<file path="config.mk">
export PLATFORM = sky130hd
export DESIGN_NAME = caf_top
export DESIGN_NICKNAME = d
export VERILOG_FILES = /design/src/caf_pkg.sv /design/src/caf_top.sv
export SDC_FILE = /design/constraint.sdc
export NUM_CORES = 1
export LEC_CHECK = 0
export BUFFER_PORTS_ARGS = -buffer_cell sky130_fd_sc_hd__clkbuf_2
export CORE_MARGIN = 1.5
export CORE_UTILIZATION = 50
export DETAILED_ROUTE_END_ITERATION = 8
export PLACE_DENSITY = 0.77
export RECOVER_POWER = 50
export SYNTH_ARGS = -nofsm -noshare
export SYNTH_HDL_FRONTEND = slang
export SYNTH_SLANG_ARGS = --single-unit
</file>
<file path="constraint.sdc">
create_clock -name i_clk -period 3.7 [get_ports i_clk]
set_input_delay 0.74 -clock i_clk [delete_from_list [all_inputs] [get_ports i_clk]]
set_output_delay 0.74 -clock i_clk [all_outputs]
set_load 0.005 [all_outputs]
</file>
<file path="src/caf_pkg.sv">
// caf_pkg: constants, field layouts and carrier types of the
// can acceptance filter and bit timing block.
// assumes a 32-bit apb slave with byte addresses, one word per register.
//
// Summary of operation
// - compare received identifiers with masked patterns
// - set full flag and lowest hit index
// - 32-bit mode gives two filters
// - 16-bit mode gives four filters
// - 8-bit mode gives eight filters
// - closed mode never accepts any message
// - mask zero compares, mask one ignores
// - accept once when any filter matches
// - error counters ignore all writes
// - configuration writable only in initialization mode
// - transmit pin recessive in init/power-down
// - module enable takes first write only outside special mode
// - clock source bit picks core clock
// - prescaler makes quantum, bit sums segments
// - sync segment lasts exactly one quantum
// - segment one spans four to sixteen quanta; code allows one to sixteen
// - segment two spans two to eight quanta; code allows one to eight
// - transmit at transmit point, sample at sample point
// - jump width spans one to four quanta
// - timing fields hold length minus one
// - accepted message moves to foreground, sets flag
package caf_pkg;
	// register byte offsets
	localparam logic [7:0] CAF_OFS_CTL0 = 8'h00;
	localparam logic [7:0] CAF_OFS_CTL1 = 8'h04;
	localparam logic [7:0] CAF_OFS_BTR0 = 8'h08;
	localparam logic [7:0] CAF_OFS_BTR1 = 8'h0C;
	localparam logic [7:0] CAF_OFS_IDAC = 8'h10;
	localparam logic [7:0] CAF_OFS_RFLG = 8'h14;
	localparam logic [7:0] CAF_OFS_ERRC = 8'h18;
	localparam logic [7:0] CAF_OFS_FGID = 8'h1C;
	localparam logic [7:0] CAF_OFS_ACC = 8'h20;
	localparam logic [7:0] CAF_OFS_MSK = 8'h40;
	localparam logic [7:0] CAF_OFS_ARR_SPAN = 8'h20;
	// bit positions and field layouts
	localparam int CAF_CTL0_INIT_REQ_BIT = 0;
	localparam int CAF_CTL1_INIT_ACK_BIT = 0;
	localparam int CAF_CTL1_CLOCK_SOURCE_SELECT_BIT = 6;
	localparam int CAF_CTL1_ENABLE_BIT = 7;
	localparam int CAF_BTR0_PRESC_LSB = 0;
	localparam int CAF_BTR0_SJW_LSB = 6;
	localparam int CAF_BTR1_TIME_SEGMENT_ONE_FIELD_LSB = 0;
	localparam int CAF_BTR1_TIME_SEGMENT_TWO_FIELD_LSB = 4;
	localparam int CAF_BTR1_SAMP_BIT = 7;
	localparam int CAF_IDAC_HIT_LSB = 0;
	localparam int CAF_IDAC_MODE_LSB = 4;
	localparam int CAF_RFLG_FULL_BIT = 0;
	localparam int CAF_ERRC_TX_LSB = 8;
	// reset values: block leaves reset in initialization mode
	localparam logic [7:0] CAF_CTL0_RST = 8'h01;
	localparam logic [7:0] CAF_CTL1_RST = 8'h00;
	localparam logic [7:0] CAF_BTR_RST = 8'h00;
	localparam logic [7:0] CAF_IDAC_RST = 8'h00;
	localparam logic [7:0] CAF_BYTE_ZERO = 8'h00;
	localparam logic RECESSIVE = 1'b1;
	// filter modes
	typedef enum logic [1:0] {
		CAF_MODE_32 = 2'b00,
		CAF_MODE_16 = 2'b01,
		CAF_MODE_8 = 2'b10,
		CAF_MODE_CLOSED = 2'b11
	} caf_mode_t;
	// received frame from the protocol engine
	typedef struct packed {
		logic ide;
		logic rtr;
		logic srr;
		logic [28:0] id;
	} caf_frame_t;
	// bit timing segments
	typedef enum logic [2:0] {
		CAF_SEG_SYNC = 3'b001,
		CAF_SEG_ONE = 3'b010,
		CAF_SEG_TWO = 3'b100
	} caf_seg_t;
endpackage

</file>
<file path="src/caf_top.sv">
// caf_top: acceptance filter, configuration lock and bit timing.
// assumes an apb master, a protocol engine delivering frames and tx bits,
// and a synchronous receive pin.
`timescale 1ns/1ps
`default_nettype none
module caf_top
	import caf_pkg::*;
#(
	parameter int PRESC_W = 6,
	parameter int NUM_FILT_BYTES = 8
) (
	// clock and reset
	input wire logic i_clk,
	input wire logic i_rstn,
	// apb slave
	input wire logic i_psel,
	input wire logic i_penable,
	input wire logic i_pwrite,
	input wire logic [7:0] i_paddr,
	input wire logic [31:0] i_pwdata,
	output logic [31:0] o_prdata,
	output logic o_pready,
	output logic o_pslverr,
	// system side
	input wire logic i_osc_tick,
	input wire logic i_special_mode,
	input wire logic i_power_down,
	input wire logic i_bus_idle,
	// protocol engine side
	input wire logic i_rx_done,
	input wire caf_frame_t i_rx_frame,
	input wire logic [7:0] i_rx_err_cnt,
	input wire logic [7:0] i_tx_err_cnt,
	input wire logic i_tx_bit,
	output logic o_tx_point,
	output logic o_sample_point,
	output logic o_rx_bit,
	output caf_frame_t o_fg_frame,
	// can pins
	input wire logic i_can_rx,
	output logic o_can_tx
);
	// elaboration checks
	if (PRESC_W < 1 || PRESC_W > 6) begin : g_bad_presc
		$error("PRESC_W must be 1 to 6");
	end
	if (NUM_FILT_BYTES != 8) begin : g_bad_filt
		$error("NUM_FILT_BYTES must be 8");
	end

	// identifier image in register byte order, byte 0 at the top
	function automatic logic [31:0] id_image(input caf_frame_t f);
		logic [31:0] img;
		img = '0;
		if (f.ide) begin
			img = {f.id[28:21], f.id[20:18], f.srr, f.ide, f.id[17:15],
				f.id[14:7], f.id[6:0], f.rtr};
		end else begin
			img = {f.id[10:3], f.id[2:0], f.rtr, f.ide, 3'b000, 16'h0000};
		end
		return img;
	endfunction

	// masked byte compare: zero mask bits compare, one bits ignore
	function automatic logic byte_hit(input logic [7:0] id_b,
		input logic [7:0] acc_b, input logic [7:0] msk_b);
		return ~|((id_b ^ acc_b) & ~msk_b);
	endfunction

	// majority of three samples
	function automatic logic maj3(input logic [2:0] s);
		return (s[0] & s[1]) | (s[0] & s[2]) | (s[1] & s[2]);
	endfunction

	// registers
	logic [7:0] ctl0_reg; // init request lives here
	logic init_ack_reg; // acknowledge of initialization mode
	logic clock_source_select_reg; // 1: bus clock, 0: oscillator
	logic enable_reg; // module enable
	logic enable_wr_reg; // first write to enable already taken
	logic [7:0] btr0_reg;
	logic [7:0] btr1_reg;
	logic [1:0] mode_reg;
	logic [2:0] hit_reg;
	logic rxf_reg;
	logic [7:0] acc_reg [NUM_FILT_BYTES];
	logic [7:0] msk_reg [NUM_FILT_BYTES];
	caf_frame_t fg_reg;

	// apb decode
	wire apb_wr = i_psel & i_penable & i_pwrite;
	wire [2:0] arr_idx = i_paddr[4:2];
	wire sel_acc = (i_paddr >= CAF_OFS_ACC) &&
		(i_paddr < CAF_OFS_ACC + CAF_OFS_ARR_SPAN);
	wire sel_msk = (i_paddr >= CAF_OFS_MSK) &&
		(i_paddr < CAF_OFS_MSK + CAF_OFS_ARR_SPAN);
	wire sel_fix = (i_paddr == CAF_OFS_CTL0) || (i_paddr == CAF_OFS_CTL1) ||
		(i_paddr == CAF_OFS_BTR0) || (i_paddr == CAF_OFS_BTR1) ||
		(i_paddr == CAF_OFS_IDAC) || (i_paddr == CAF_OFS_RFLG) ||
		(i_paddr == CAF_OFS_ERRC) || (i_paddr == CAF_OFS_FGID);
	wire addr_ok = sel_fix | sel_acc | sel_msk;
	wire unaligned = |i_paddr[1:0];
	wire init_req = ctl0_reg[CAF_CTL0_INIT_REQ_BIT];
	wire cfg_open = init_req & init_ack_reg;
	wire wr_ok = apb_wr & addr_ok & ~unaligned;
	wire wr_ctl0 = wr_ok && (i_paddr == CAF_OFS_CTL0);
	wire wr_ctl1 = wr_ok && (i_paddr == CAF_OFS_CTL1);
	wire wr_btr0 = wr_ok && (i_paddr == CAF_OFS_BTR0) && cfg_open;
	wire wr_btr1 = wr_ok && (i_paddr == CAF_OFS_BTR1) && cfg_open;
	wire wr_idac = wr_ok && (i_paddr == CAF_OFS_IDAC) && cfg_open;
	wire wr_rflg = wr_ok && (i_paddr == CAF_OFS_RFLG);
	wire wr_acc = wr_ok && sel_acc && cfg_open;
	wire wr_msk = wr_ok && sel_msk && cfg_open;
	// enable accepts one write unless in special mode
	wire en_wr_ok = wr_ctl1 & (~enable_wr_reg | i_special_mode);

	// apb answer: no wait states, error on unmapped or unaligned address
	assign o_pready = 1'b1;
	assign o_pslverr = i_psel & i_penable & (~addr_ok | unaligned);

	// read mux; error counters are read only views
	logic [31:0] rd_mux;
	always_comb begin
		rd_mux = '0;
		if (sel_acc) begin
			rd_mux[7:0] = acc_reg[arr_idx];
		end else if (sel_msk) begin
			rd_mux[7:0] = msk_reg[arr_idx];
		end else begin
			unique case (i_paddr)
				CAF_OFS_CTL0: rd_mux[7:0] = ctl0_reg;
				CAF_OFS_CTL1: begin
					rd_mux[CAF_CTL1_INIT_ACK_BIT] = init_ack_reg;
					rd_mux[CAF_CTL1_CLOCK_SOURCE_SELECT_BIT] = clock_source_select_reg;
					rd_mux[CAF_CTL1_ENABLE_BIT] = enable_reg;
				end
				CAF_OFS_BTR0: rd_mux[7:0] = btr0_reg;
				CAF_OFS_BTR1: rd_mux[7:0] = btr1_reg;
				CAF_OFS_IDAC: begin
					rd_mux[CAF_IDAC_MODE_LSB +: 2] = mode_reg;
					rd_mux[CAF_IDAC_HIT_LSB +: 3] = hit_reg;
				end
				CAF_OFS_RFLG: rd_mux[CAF_RFLG_FULL_BIT] = rxf_reg;
				CAF_OFS_ERRC: rd_mux[15:0] = {i_tx_err_cnt, i_rx_err_cnt};
				CAF_OFS_FGID: rd_mux = fg_reg;
				default: rd_mux = '0;
			endcase
		end
	end
	assign o_prdata = rd_mux;

	// control registers; ctl0 never locked
	always_ff @(posedge i_clk or negedge i_rstn) begin
		if (!i_rstn) begin
			ctl0_reg <= CAF_CTL0_RST;
			clock_source_select_reg <= 1'b0;
			enable_reg <= 1'b0;
			enable_wr_reg <= 1'b0;
		end else begin
			if (wr_ctl0) begin
				ctl0_reg <= i_pwdata[7:0];
			end
			// clock source only changes in initialization mode
			if (wr_ctl1 && cfg_open) begin
				clock_source_select_reg <= i_pwdata[CAF_CTL1_CLOCK_SOURCE_SELECT_BIT];
			end
			if (en_wr_ok) begin
				enable_reg <= i_pwdata[CAF_CTL1_ENABLE_BIT];
				enable_wr_reg <= 1'b1;
			end
		end
	end

	// init acknowledge follows request once the bus is idle
	always_ff @(posedge i_clk or negedge i_rstn) begin
		if (!i_rstn) begin
			init_ack_reg <= 1'b0;
		end else begin
			init_ack_reg <= init_req & (init_ack_reg | i_bus_idle);
		end
	end

	// timing and filter configuration, writable only when open
	always_ff @(posedge i_clk or negedge i_rstn) begin
		if (!i_rstn) begin
			btr0_reg <= CAF_BTR_RST;
			btr1_reg <= CAF_BTR_RST;
			mode_reg <= CAF_IDAC_RST[CAF_IDAC_MODE_LSB +: 2];
			for (int i = 0; i < NUM_FILT_BYTES; i++) begin
				acc_reg[i] <= CAF_BYTE_ZERO;
				msk_reg[i] <= CAF_BYTE_ZERO;
			end
		end else begin
			if (wr_btr0) begin
				btr0_reg <= i_pwdata[7:0];
			end
			if (wr_btr1) begin
				btr1_reg <= i_pwdata[7:0];
			end
			if (wr_idac) begin
				mode_reg <= i_pwdata[CAF_IDAC_MODE_LSB +: 2];
			end
			if (wr_acc) begin
				acc_reg[arr_idx] <= i_pwdata[7:0];
			end
			if (wr_msk) begin
				msk_reg[arr_idx] <= i_pwdata[7:0];
			end
		end
	end

	// identifier image of the received frame
	wire [31:0] img = id_image(i_rx_frame);
	// per byte masked matches against each image byte position
	logic [7:0] m32;
	logic [7:0] m16;
	logic [7:0] m8;
	logic [7:0] hits;
	always_comb begin
		for (int b = 0; b < NUM_FILT_BYTES; b++) begin
			m32[b] = byte_hit(img[31 - 8 * (b % 4) -: 8], acc_reg[b],
				msk_reg[b]);
			m16[b] = byte_hit(img[31 - 8 * (b % 2) -: 8], acc_reg[b],
				msk_reg[b]);
			m8[b] = byte_hit(img[31:24], acc_reg[b], msk_reg[b]);
		end
		hits = '0;
		unique case (caf_mode_t'(mode_reg))
			// two filters, one per bank of four bytes
			CAF_MODE_32: hits[1:0] = {&m32[7:4], &m32[3:0]};
			// four filters, byte pairs of each bank
			CAF_MODE_16: hits[3:0] = {&m16[7:6], &m16[5:4], &m16[3:2],
				&m16[1:0]};
			// eight filters on the first identifier byte
			CAF_MODE_8: hits = m8;
			CAF_MODE_CLOSED: hits = '0;
		endcase
	end

	logic [2:0] hit_idx;
	always_comb begin
		hit_idx = '0;
		for (int k = NUM_FILT_BYTES - 1; k >= 0; k--) begin
			if (hits[k]) begin
				hit_idx = 3'(k);
			end
		end
	end
	// any hit accepts, once; full foreground holds off the shift
	wire accept = i_rx_done & (|hits) & ~rxf_reg & ~init_ack_reg;
	wire rxf_clr = wr_rflg & i_pwdata[CAF_RFLG_FULL_BIT];

	// accepted frame moves to the foreground buffer
	always_ff @(posedge i_clk or negedge i_rstn) begin
		if (!i_rstn) begin
			rxf_reg <= 1'b0;
			hit_reg <= CAF_IDAC_RST[CAF_IDAC_HIT_LSB +: 3];
			fg_reg <= '0;
		end else begin
			// set wins over a clear in the same cycle
			rxf_reg <= accept | (rxf_reg & ~rxf_clr);
			if (accept) begin
				hit_reg <= hit_idx;
				fg_reg <= i_rx_frame;
			end
		end
	end
	assign o_fg_frame = fg_reg;

	// timing fields
	wire [PRESC_W-1:0] presc = btr0_reg[CAF_BTR0_PRESC_LSB +: PRESC_W];
	wire [1:0] sjw = btr0_reg[CAF_BTR0_SJW_LSB +: 2];
	wire [3:0] time_segment_one_field = btr1_reg[CAF_BTR1_TIME_SEGMENT_ONE_FIELD_LSB +: 4];
	wire [2:0] time_segment_two_field = btr1_reg[CAF_BTR1_TIME_SEGMENT_TWO_FIELD_LSB +: 3];
	wire samp3 = btr1_reg[CAF_BTR1_SAMP_BIT];
	wire run = enable_reg & ~init_ack_reg & ~i_power_down;
	// core clock enable from oscillator tick or every bus cycle
	wire core_tick = run & (clock_source_select_reg | i_osc_tick);

	// prescaler: one quantum per presc+1 core ticks
	logic [PRESC_W-1:0] presc_cnt_reg;
	wire tq_tick = core_tick && (presc_cnt_reg == presc);
	always_ff @(posedge i_clk or negedge i_rstn) begin
		if (!i_rstn) begin
			presc_cnt_reg <= '0;
		end else if (!run || tq_tick) begin
			presc_cnt_reg <= '0;
		end else if (core_tick) begin
			presc_cnt_reg <= presc_cnt_reg + 1'b1;
		end
	end

	// falling edge detect on the receive pin, held to the next quantum
	logic rx_prev_reg;
	logic edge_reg;
	wire rx_fall = rx_prev_reg & ~i_can_rx;
	always_ff @(posedge i_clk or negedge i_rstn) begin
		if (!i_rstn) begin
			rx_prev_reg <= RECESSIVE;
			edge_reg <= 1'b0;
		end else begin
			rx_prev_reg <= i_can_rx;
			edge_reg <= rx_fall | (edge_reg & ~tq_tick);
		end
	end
	wire edge_now = edge_reg | rx_fall;

	// bit timing state
	caf_seg_t seg_reg;
	logic [4:0] cnt_reg;
	logic [4:0] seg1_end_reg;
	logic [2:0] samp_sh_reg;
	// segment one ends at its field value plus any lengthening
	wire seg1_last = (seg_reg == CAF_SEG_ONE) && (cnt_reg == seg1_end_reg);
	// segment two ends at its field value
	wire seg2_last = (seg_reg == CAF_SEG_TWO) && (cnt_reg == 5'(time_segment_two_field));
	// jump width in quanta is field plus one
	wire [4:0] sjw_q = 5'(sjw) + 5'd1;
	wire [4:0] late_err = cnt_reg + 5'd1;
	wire [4:0] seg2_left = 5'(time_segment_two_field) - cnt_reg;

	// segment sequencer: sync, segment one, segment two
	always_ff @(posedge i_clk or negedge i_rstn) begin
		if (!i_rstn) begin
			seg_reg <= CAF_SEG_SYNC;
			cnt_reg <= '0;
			seg1_end_reg <= '0;
		end else if (!run) begin
			seg_reg <= CAF_SEG_SYNC;
			cnt_reg <= '0;
		end else if (tq_tick) begin
			unique case (seg_reg)
				// sync segment is always one quantum
				CAF_SEG_SYNC: begin
					seg_reg <= CAF_SEG_ONE;
					cnt_reg <= '0;
					seg1_end_reg <= 5'(time_segment_one_field);
				end
				CAF_SEG_ONE: begin
					if (seg1_last) begin
						seg_reg <= CAF_SEG_TWO;
						cnt_reg <= '0;
					end else begin
						cnt_reg <= cnt_reg + 5'd1;
					end
					// late edge lengthens segment one by up to sjw
					if (edge_now && !seg1_last) begin
						seg1_end_reg <= seg1_end_reg +
							((late_err < sjw_q) ? late_err : sjw_q);
					end
				end
				CAF_SEG_TWO: begin
					// early edge shortens segment two within sjw
					if (seg2_last || (edge_now && seg2_left <= sjw_q)) begin
						seg_reg <= CAF_SEG_SYNC;
						cnt_reg <= '0;
					end else begin
						cnt_reg <= cnt_reg + 5'd1;
					end
				end
			endcase
		end
	end

	// sampling: single or majority of the last three quanta
	always_ff @(posedge i_clk or negedge i_rstn) begin
		if (!i_rstn) begin
			samp_sh_reg <= {3{RECESSIVE}};
			o_rx_bit <= RECESSIVE;
			o_sample_point <= 1'b0;
		end else begin
			o_sample_point <= tq_tick & seg1_last;
			if (tq_tick && seg_reg == CAF_SEG_ONE) begin
				samp_sh_reg <= {samp_sh_reg[1:0], i_can_rx};
			end
			if (tq_tick && seg1_last) begin
				o_rx_bit <= samp3 ? maj3({samp_sh_reg[1:0], i_can_rx})
					: i_can_rx;
			end
		end
	end

	// transmit point at the end of each sync quantum
	logic tx_bit_reg;
	wire tx_pt = tq_tick & (seg_reg == CAF_SEG_SYNC);
	always_ff @(posedge i_clk or negedge i_rstn) begin
		if (!i_rstn) begin
			tx_bit_reg <= RECESSIVE;
			o_tx_point <= 1'b0;
		end else begin
			o_tx_point <= tx_pt;
			if (!run) begin
				tx_bit_reg <= RECESSIVE;
			end else if (tx_pt) begin
				tx_bit_reg <= i_tx_bit;
			end
		end
	end
	// recessive at once in init or power-down
	assign o_can_tx = (init_ack_reg | i_power_down | ~enable_reg)
		? RECESSIVE : tx_bit_reg;

	// checks
	AST_CLOSED_NO_RXF: assert property (@(posedge i_clk) disable iff (!i_rstn)
		$rose(rxf_reg) |-> $past(mode_reg) != CAF_MODE_CLOSED)
		else $error("full flag set in closed mode");
	AST_TX_RECESSIVE: assert property (@(posedge i_clk) disable iff (!i_rstn)
		(init_ack_reg || i_power_down) |-> o_can_tx == RECESSIVE)
		else $error("transmit pin not recessive");
	AST_LOCK_BTR: assert property (@(posedge i_clk) disable iff (!i_rstn)
		(apb_wr && i_paddr == CAF_OFS_BTR0 && !cfg_open) |=> $stable(btr0_reg))
		else $error("timing register changed while locked");
	AST_ENABLE_ONCE: assert property (@(posedge i_clk) disable iff (!i_rstn)
		(enable_wr_reg && !i_special_mode) |=> $stable(enable_reg))
		else $error("module enable changed twice");
	AST_HIT16_RANGE: assert property (@(posedge i_clk) disable iff (!i_rstn)
		($rose(rxf_reg) && mode_reg == CAF_MODE_16) |-> hit_reg <= 3'd3)
		else $error("hit index out of range in 16-bit mode");
	AST_HIT32_LOW: assert property (@(posedge i_clk) disable iff (!i_rstn)
		(accept && mode_reg == CAF_MODE_32 && m32[3:0] == 4'hF)
		|=> rxf_reg && hit_reg == 3'd0)
		else $error("lowest filter not reported");
	AST_SYNC_ONE_TQ: assert property (@(posedge i_clk) disable iff (!i_rstn)
		(run && tq_tick && seg_reg == CAF_SEG_SYNC) |=> seg_reg == CAF_SEG_ONE)
		else $error("sync segment longer than one quantum");
	AST_SEG1_MIN: assert property (@(posedge i_clk) disable iff (!i_rstn)
		(tq_tick && seg1_last) |-> cnt_reg >= 5'(time_segment_one_field))
		else $error("segment one too short");
	AST_SEG2_MAX: assert property (@(posedge i_clk) disable iff (!i_rstn)
		(seg_reg == CAF_SEG_TWO) |-> cnt_reg <= 5'(time_segment_two_field))
		else $error("segment two too long");
endmodule
`default_nettype wire

</file>
==> flow_summary.toml, run 1 <==
[die]
die_h_um = 166
row_count = 59
ios = 170
core_sq_um = 26100
floorplan.initialDensity_pct = 51.1
dieArea_sq_um = 27700
die_w_um = 166

[cts]
clock_sinks = 221
clk_pin_slew_ps = 60
clock_latency_ps = 540
cts_buffers = 25
clk_path_buf_depth = 3
post-cts-setup-buffers = 0
cts_tree = "done"
htree_levels = 1
clock-root-buffer = "clkbuf_16"
cts_hold_buffers = 0

[route]
first_pass_iters = 8
first_iter_violations = 1403
wl_per_cell_um = 25.6
drc_errors = 20
drtAntennaViolNets = 0
wl_um = 43200
vias_per_cell = 6.26
dr_total_vias = 10600

[synth]
ys_ff_latch = 221
synthCells = 1137
synth-warning-count = 0
syn_area_per_cell_sq_um = 11.7
syn_area_sq_um = 13300
ys_types = 71
async_reset_ff_share_pct = 100
synth_enable_flop_cells = 0
synth_nets = 1257
synth-seq-area-share_pct = 41.5
synth_ff_type = "dfrtp_1"

[power]
combPwrFrac_pct = 9.2
power_leakage_nw = 7.75
intPower_w = 0.00415
p_sw_w = 0.00137
power_frac_seq_pct = 43.8
ir_worst_vdd_mv = 0.258
p_per_area_nw_per_um2 = 350
power_frac_clock_pct = 47.0
swShare_pct = 24.9
power_w = 0.00553

[grt]
antenna_found_initial = 0
track_usage_pct = 31.5
overflow = 0
grt_pass1_wl_um = 65500
grt_max_degree = 69
grt_pass1_vias = 10400

[critical_path]
path_max_fanout = 6
startpoint_type = "input port"
critical-path-slowest-cell = "or3_1"
crit_family = "simple AND/OR/NAND/NOR gates"
required_ps = 2960
reg2reg_depth = 14
path_cells = "clkbuf_2, or3_1, nor3_1, buf_4, nand2_1, nor2_2, buf_4, a22oi_1, nand3_1, a21oi_1, a21oi_1, clkbuf_2"
path_class = "in2out"
cp_num_buf_inv = 4
crit_arrival_ps = 2880
critPathCaptureType = "output port"
crit_cells = 12
cp_slowest_stage_delay_ps = 360

[timing]
setup_violations = 0
period_share_pct = 97.8
worstMarginPinSlew_ps = 1830
tns_ps = 0
slew_headroom_pct = -22.0
min_period_ps = 3620
rsz0062_at_grt = "no"
hold_violations = 0
worst_hold_slack_ps = 347
skew_ps = 21.7
fmax_mhz = 276
drv_slew = 68

[final_layout]
insertedDiodeCount = 0
fin_nets = 1456
final_cells = 1690
layout-drive-gt1-share_pct = 38.5
area_growth_pct = 18.3
finalInstanceArea_sq_um = 15800

[placed_design]
dp.final_hpwl_um = 32900
place_area_sq_um = 15000
routabilityCongestion = 0.996
portBuffers = 144
numPlacedInstances = 1644

[outcome]
violations = "design-rule violations, max-capacitance violations, max-slew violations"
status = "complete, but fails checks"

[job]
maxCapViolCount = 1

[min_path]
min_path_type = "in2reg"
whs_path_depth = 1
==> synthesized netlist by cell type (all sizes together), types with 8 or more instances <==
library cell	n	area share [%]
a22oi	10	0.56
buf	19	1.1
a221oi	8	0.57
mux2	201	18
nand2	63	1.8
xnor2	11	0.72
mux4	32	5.4
ha	18	1.7
nor2	57	1.7
a22o	12	0.79
o21ai	28	1.0
clkbuf	33	0.93
inv	17	0.48
o22ai	36	1.7
xor2	113	7.4
and2	19	0.89
dfrtp	214	40
nor3b	8	0.45
mux2i	38	3.7
a21oi	33	1.2
nand3	22	0.82
nor3	16	0.75
nor2b	22	1.0
nand2b	14	0.66
==> power by group through the flow <==
stage          sequential (W)  clock (W)  combinational [W]
2_1_floorplan         0.00246          0           0.000235
6_report              0.00242    0.00260           0.000508
5_1_grt               0.00242    0.00274           0.000537
4_1_cts               0.00242    0.00263           0.000502
3_3_place_gp          0.00246          0           0.000495
3_5_place_dp          0.00246          0           0.000499
==> timing repair <==
action / 4_1_cts / 5_1_grt
gates cloned: 0 / 0
gates resized for setup: 1 / 3
setup endpoints to repair: 1 / 2
==> worst reg2reg max path: cells and delay by family, from the launching register on <==
family / cells / cell delay, ps
compound gates: 5 / 980
fa+ha+maj: 3 / 920
buf+inv: 2 / 130
flops: 1 / 380
simple gates: 4 / 860
==> layout by cell type, fill, tap and decap left out, drive strengths merged, types with 33 or more instances in the layout <==
master  instances
mux2          201
mux2i          38
clkbuf        182
nand2          63
nor2           57
buf            77
o22ai          36
a21oi          33
xor2          113
dfrtp         214
==> layout make-up <==
class / count / area [sq um]
Clock inverter: 11 / 128
Tap cell: 335 / 419
Multi-Input combinational cell: 847 / 7480
Timing Repair Buffer: 224 / 1430
Sequential cell: 221 / 5540
Inverter: 17 / 63.8
Clock buffer: 35 / 743
Fill cell: 2132 / 10300
==> kinds of logic (layout without fill, tap and decap cells) <==
group	count (synthesis)	count (layout)	synth area share (%)
simple gates	255	255	9.96
other cells	2	2	0.0563
buf+inv	69	287	2.53
mux	271	271	26.9
fa+ha+maj	20	20	1.99
flops	221	221	41.5
compound gates	175	175	8.95
xor+xnor	124	124	8.14
==> worst paths after layout <==
kind	from	to	slack, ps
setup / recovery	i_paddr[7]	o_prdata[0]	80
hold / removal	i_can_rx	rx_prev_reg$_DFF_PN1_	350
setup reg to reg	btr1_reg[4]$_DFFE_PN0P_	cnt_reg[4]$_DFFE_PN0N_	290
hold reg to reg	enable_wr_reg$_DFFE_PN0P_	enable_wr_reg$_DFFE_PN0P_	470
max in group asynchronous	i_rstn	btr1_reg[3]$_DFFE_PN0P_	930
min in group asynchronous	i_rstn	o_fg_frame[18]$_DFFE_PN0P_	700
==> metal layers <==
metal	vias to the layer above	share of wire, %	routed length, um	GRT usage [%]
li1	4573	-	-	-
met4	0	3.9	1680	11.1
met3	110	9.9	4290	6.63
met5	-	0	0	0
met1	5317	42	18100	44.7
met2	580	44	19200	47.8
==> metrics by stage <==
| step | utilization, % | worst slack [ps] |
|---|---|---|
| after floorplan | - | 302 |
| after detailed placement | 57.2 | -80.1 |
| after CTS | 60.6 | 13.1 |
| after global placement | 57.2 | 14.6 |
| final | 60.5 | 79.6 |
| after global routing | 60.5 | 10.5 |
Note: power is estimated with default switching activity, not from simulation.
==> run 2: changes to the inputs <==
--- a/config.mk
+++ b/config.mk
@@ -6,10 +6,12 @@
 export NUM_CORES = 1
 export LEC_CHECK = 0
 export BUFFER_PORTS_ARGS = -buffer_cell sky130_fd_sc_hd__clkbuf_2
+export CELL_PAD_IN_SITES_DETAIL_PLACEMENT = 1
+export CELL_PAD_IN_SITES_GLOBAL_PLACEMENT = 2
 export CORE_MARGIN = 1.5
-export CORE_UTILIZATION = 50
+export CORE_UTILIZATION = 25
 export DETAILED_ROUTE_END_ITERATION = 8
-export PLACE_DENSITY = 0.77
+export PLACE_DENSITY = 0.62
 export RECOVER_POWER = 50
 export SYNTH_ARGS = -nofsm -noshare
 export SYNTH_HDL_FRONTEND = slang
==> run 2 against run 1 <==
Effect of this change: the run ends with max-capacitance violations, max-slew violations left; register-to-register slack hardly changed; clock power is 2% higher; flip-flop and latch count stayed put; hold slack better by 14 ps; routed wire length is 21% higher; via count is 0.47% lower; core utilization is 29 points lower; power is 2.1% higher; first-iteration DRC count is 48% lower; clock skew is 5.0 ps higher; critical endpoint is now o_prdata[6]; largest cell class unchanged; largest power group unchanged.
==> flow_summary.toml, run 2 (synthesized netlist as in run 1, its figures left out) <==
[outcome]
status = "complete, but fails checks"
violations = "max-capacitance violations, max-slew violations"

[cts]
cts_hold_buffers = 0
cts_tree = "done"
htree_levels = 1
clk_path_buf_depth = 3
clock_latency_ps = 560
clock-root-buffer = "clkbuf_16"
clock_sinks = 221
clk_pin_slew_ps = 60
cts_resized = 0
cts_buffers = 27
post-cts-setup-buffers = 0

[route]
drc_errors = 0
wl_um = 52100
first_pass_iters = 5
drtAntennaViolNets = 0
first_iter_violations = 726
dr_total_vias = 10500
vias_per_cell = 5.06
wl_per_cell_um = 25.1

[power]
power_frac_clock_pct = 47.1
power_frac_seq_pct = 42.9
power_w = 0.00564
combPwrFrac_pct = 10.0
p_per_area_nw_per_um2 = 341
power_leakage_nw = 7.92
p_sw_w = 0.00142
intPower_w = 0.00422
ir_worst_vdd_mv = 0.308
swShare_pct = 25.2

[min_path]
min_path_type = "in2reg"
whs_path_depth = 1

[die]
row_count = 84
ios = 170
die_h_um = 234
die_w_um = 234
dieArea_sq_um = 54800
floorplan.initialDensity_pct = 25.4
core_sq_um = 52700

[job]
maxCapViolCount = 1

[timing]
min_period_ps = 3630
worst_hold_slack_ps = 360
period_share_pct = 98.2
tns_ps = 0
fmax_mhz = 275
worstMarginPinSlew_ps = 2030
slew_headroom_pct = -35.3
drv_slew = 74
rsz0062_at_grt = "no"
hold_violations = 0
setup_violations = 0
skew_ps = 26.6

[final_layout]
mostFrequentLayoutCells = "dfrtp_1, mux2_2, clkbuf_2, xor2_1, buf_4"
fin_nets = 1488
final_common_cell = "dfrtp_1"
area_growth_pct = 23.8
layout-drive-gt1-share_pct = 39.3
final_cells = 2079
finalInstanceArea_sq_um = 16500

[grt]
grt_pass1_wl_um = 76200
grt_pass1_vias = 10900
antenna_found_initial = 1
overflow = 0
track_usage_pct = 19.0
grt_max_degree = 76

[critical_path]
critPathCaptureType = "output port"
reg2reg_depth = 13
startpoint_type = "input port"
required_ps = 2960
path_class = "in2out"
path_max_fanout = 8
crit_arrival_ps = 2890

[placed_design]
portBuffers = 144
place_area_sq_um = 15700
numPlacedInstances = 2027
dp.final_hpwl_um = 40200
routabilityCongestion = 0.914
run 2: cell types whose count changed in the layout (fill, tap and decap cells not counted), sizes merged:
cell,change
clkinvlp,-3
buf,+35
clkinv,+2
diode,+2
run 2: area by class of cell:
type                    instances  area, sq um
clock inverters                10          104
flip-flops and latches        221         5540
well taps                     688          861
multi-input cells             847         7500
inverters                      17         63.8
repair buffers                254         1690
clock buffers                  40          774
fillers                      5861        36100
diodes                          2         5.00
run 2: routing by layer:
metal,GRT usage [%],routed length [um],vias to the layer above
li1,-,-,4639
met1,26.6,24300,5516
met2,31.1,24200,300
met3,1.97,2270,75
met4,5.21,1300,0
met5,0,0,-
run 2: metrics by stage:
stage | util (%) | setup slack [ps]
final | 31.4 | 67.8
after detailed placement | 29.8 | -239
after floorplan | - | 302
after global placement | 29.8 | -228
after CTS | 31.4 | 40.8
after global routing | 31.4 | 0.891
run 2: critical path: stages:
cell	delay, ps
buf_2	300
buf_4	240
mux4_2	610
mux2_2	330
a222oi_1	330
nand3_1	190
clkbuf_2	150
run 2: path summary, 6_finish.rpt:
check                                             end  slack (ps)                      start
min                             rx_prev_reg$_DFF_PN1_         360                   i_can_rx
max                                       o_prdata[6]          70                 i_paddr[2]
min reg2reg                 enable_wr_reg$_DFFE_PN0P_         490  enable_wr_reg$_DFFE_PN0P_
max in group asynchronous     msk_reg[51]$_DFFE_PN0P_        1170                     i_rstn
min in group asynchronous  o_fg_frame[27]$_DFFE_PN0P_         760                     i_rstn
max reg2reg                    cnt_reg[4]$_DFFE_PN0N_         300     cnt_reg[0]$_DFFE_PN0N_
run 2: power by group through the flow:
| stage | Sequential (W) | Clock (W) | Combinational, W |
|---|---|---|---|
| after floorplan | 0.00246 | 0 | 0.000235 |
| after global placement | 0.00246 | 0 | 0.000558 |
| after detailed placement | 0.00246 | 0 | 0.000563 |
| after CTS | 0.00242 | 0.00274 | 0.000566 |
| after global routing | 0.00242 | 0.00282 | 0.000602 |
| final | 0.00242 | 0.00266 | 0.000565 |
==> run 3: changes to the inputs <==
--- a/config.mk
+++ b/config.mk
@@ -5,13 +5,14 @@
 export SDC_FILE = /design/constraint.sdc
 export NUM_CORES = 1
 export LEC_CHECK = 0
+export ABC_AREA = 1
 export BUFFER_PORTS_ARGS = -buffer_cell sky130_fd_sc_hd__clkbuf_2
 export CELL_PAD_IN_SITES_DETAIL_PLACEMENT = 1
 export CELL_PAD_IN_SITES_GLOBAL_PLACEMENT = 2
 export CORE_MARGIN = 1.5
 export CORE_UTILIZATION = 25
 export DETAILED_ROUTE_END_ITERATION = 8
-export PLACE_DENSITY = 0.62
+export PLACE_DENSITY = 0.71
 export RECOVER_POWER = 50
 export SYNTH_ARGS = -nofsm -noshare
 export SYNTH_HDL_FRONTEND = slang
==> run 3 against run 2 <==
Effect of this change: via count grew 38%; first-iteration DRC count grew 60%; the run still ends with max-capacitance violations, max-slew violations left; routed wire length grew 25%; largest power group unchanged; core utilization shrank 1.0 points; hold slack lost 64 ps; setup slack gained 48 ps; combinational power grew 8.5%; power grew 3.4%; critical endpoint is now o_prdata[5]; register-to-register slack gained 110 ps.
==> flow_summary.toml, run 3 <==
[die]
floorplan.initialDensity_pct = 25.5
dieArea_sq_um = 56600
row_count = 85
ios = 170
die_h_um = 238
core_sq_um = 54100
die_w_um = 238

[route]
drtAntennaViolNets = 0
first_iter_violations = 1162
vias_per_cell = 5.10
drc_errors = 0
dr_total_vias = 14500
wl_um = 65200
first_pass_iters = 5
wl_per_cell_um = 22.9

[synth]
ys_top_cells_by_area = "dfrtp_1, nand2_1, nand3_1"
synth_nets = 2099
synth_ff_type = "dfrtp_1"
synth_area_leader_cell = "dfrtp_1"
synth_top_area_share_pct = 38.8
ys_types = 54
synthCells = 1979
async_reset_ff_share_pct = 100
yosys-top-cells-count = "nand2_1, inv_1, dfrtp_1"
syn_area_sq_um = 13800
syn_area_per_cell_sq_um = 6.97
synth_most_common_cell = "nand2_1"
synth-seq-area-share_pct = 40.2
ys_ff_latch = 221
synth_enable_flop_cells = 0
synth-warning-count = 0

[timing]
skew_ps = 13.6
worstMarginPinSlew_ps = 2740
min_period_ps = 3580
fmax_mhz = 279
setup_violations = 0
hold_violations = 0
rsz0062_at_grt = "no"
drv_slew = 40
tns_ps = 0
period_share_pct = 96.9
slew_headroom_pct = -82.4

[power]
ir_worst_vdd_mv = 0.334
power_leakage_nw = 7.84
p_per_area_nw_per_um2 = 355

[critical_path]
path_class = "in2out"
path_max_fanout = 9
cp_slowest_stage_delay_ps = 400
required_ps = 2960
cp_common_cell = "nand2_1"
crit_arrival_ps = 2840
crit_family = "compound AO/OA/AOI/OAI gates"
startpoint_type = "input port"
critical-path-slowest-cell = "a221oi_1"
path_cells = "clkbuf_2, inv_1, nand2_1, nor2_1, nand2_1, inv_2, nand2_1, inv_1, a221oi_1, o211ai_1, a21oi_1, nand3_1, clkbuf_2"
cp_num_buf_inv = 5
critPathCaptureType = "output port"

[final_layout]
utilization_pct = 30.4
final_cells = 2852
regArea_sq_um = 5540
finalInstanceArea_sq_um = 16400
multi_input_area_sq_um = 7020
layout-drive-gt1-share_pct = 12.9
mostFrequentLayoutCells = "nand2_1, inv_1, dfrtp_1, nand3_1, o21ai_0"
fillCellCount = 6727
area_growth_pct = 19.2
final_common_cell = "nand2_1"
fin_nets = 2256

[cts]
clk_pin_slew_ps = 60
clock_latency_ps = 580
clock_sinks = 221
htree_levels = 1
cts_buffers = 28
clk_path_buf_depth = 3
cts_tree = "done"
clock-root-buffer = "clkbuf_16"
cts_hold_buffers = 0

[placed_design]
portBuffers = 144
dp.final_hpwl_um = 51600
routabilityCongestion = 0.921
numPlacedInstances = 2802
place_area_sq_um = 15600

[grt]
overflow = 0
grt_pass1_vias = 14300
grt_pass1_wl_um = 95500
grt_max_degree = 97
antenna_found_initial = 3
track_usage_pct = 22.9

[job]
maxCapViolCount = 1

[min_path]
min_path_type = "in2reg"

[outcome]
violations = "max-capacitance violations, max-slew violations"
status = "complete, but fails checks"
[run 3: cell count changes after synthesis, sizes merged, moves of 22 or more]
cell,change
nor2b,-22
inv,+224
nor2,+60
mux2i,-36
mux2,-200
nand3,+185
mux4,-32
o21ai,+194
xor2,-105
nand2,+595
[run 3: cells by family (layout without fill, tap and decap cells)]
| logic type | count (synthesis) | count (layout) | share of synthesized area [%] |
|---|---|---|---|
| AO/OA/AOI/OAI | 381 | 381 | 16.0 |
| XOR/XNOR | 10 | 10 | 0.635 |
| adder cells (fa/ha/maj) | 21 | 21 | 2.00 |
| buffers and inverters | 311 | 487 | 9.06 |
| flip-flops | 221 | 221 | 40.2 |
| multiplexers | 3 | 3 | 0.227 |
| other | 2 | 3 | 0.0545 |
| AND/OR/NAND/NOR | 1030 | 1030 | 31.9 |
[run 3: final timing paths]
path	startpoint	end	slack [ps]	depth (start not counted)
hold / removal	i_can_rx	rx_prev_reg$_DFF_PN1_	300	1
min in group asynchronous	i_rstn	presc_cnt_reg[2]$_DFFE_PN0P_	1040	1
setup reg to reg	cnt_reg[0]$_DFFE_PN0N_	seg1_end_reg[3]$_DFFE_PN0P_	410	13
hold reg to reg	enable_wr_reg$_DFFE_PN0P_	enable_wr_reg$_DFFE_PN0P_	470	2
setup / recovery	i_paddr[6]	o_prdata[5]	120	13
max in group asynchronous	i_rstn	acc_reg[22]$_DFFE_PN0P_	680	2
[run 3: where the power goes]
part | internal, W | switching (W) | total (W) | leakage (nW)
clock network | 0.00162 | 0.00117 | 0.00279 | 0.447
registers | 0.00243 | 0.00000828 | 0.00243 | 2.99
logic | 0.000157 | 0.000456 | 0.000613 | 4.39
total | 0.00420 | 0.00163 | 0.00584 | 7.84
[run 3: metrics by stage]
step                setup WS (ps)  total power [W]  hold WS [ps]
floorplan                     919          0.00275           418
global placement            -73.7          0.00308           437
detailed placement          -1.92          0.00309           457
CTS                          52.3          0.00591          61.6
global route                 8.97          0.00606           284
finish                        115          0.00584           297
[run 3: routing by layer]
| layer | GRT usage (%) | vias up | part of all wire (%) |
|---|---|---|---|
| met5 | 0 | - | 0.034 |
| met4 | 7.99 | 4 | 3.4 |
| met3 | 3.63 | 92 | 6.1 |
| met2 | 34.1 | 442 | 42 |
| met1 | 33.3 | 7159 | 48 |
| li1 | - | 6843 | - |
[run 3: timing repair]
action | CTS | global route
gates resized for setup | 1 | 3
endpoints found under the setup margin | 1 | 2
buffers inserted | 0 | 0
pin swaps | 0 | 0
[run 3: worst register-to-register path: stages (launching register included)]
cell,delay [ps]
dfrtp_1,500
ha_1,240
xor2_1,240
ha_1,290
a21oi_1,140
o2111ai_1,240
o21ai_0,440
ha_1,320
a21o_1,180
a21oi_1,160
xor2_1,170
o21ai_0,90
nand2_1,70
o21ai_0,80
[run 3: cell type report]
| type | instances | share of cell area (%) |
|---|---|---|
| Antenna cell | 1 | 0.0152 |
| Clock buffer | 35 | 4.73 |
| Clock inverter | 14 | 0.822 |
| Inverter | 243 | 5.56 |
| Multi-Input combinational cell | 1447 | 42.7 |
| Sequential cell | 221 | 33.7 |
| Tap cell | 696 | 5.30 |
| Timing Repair Buffer | 195 | 7.19 |
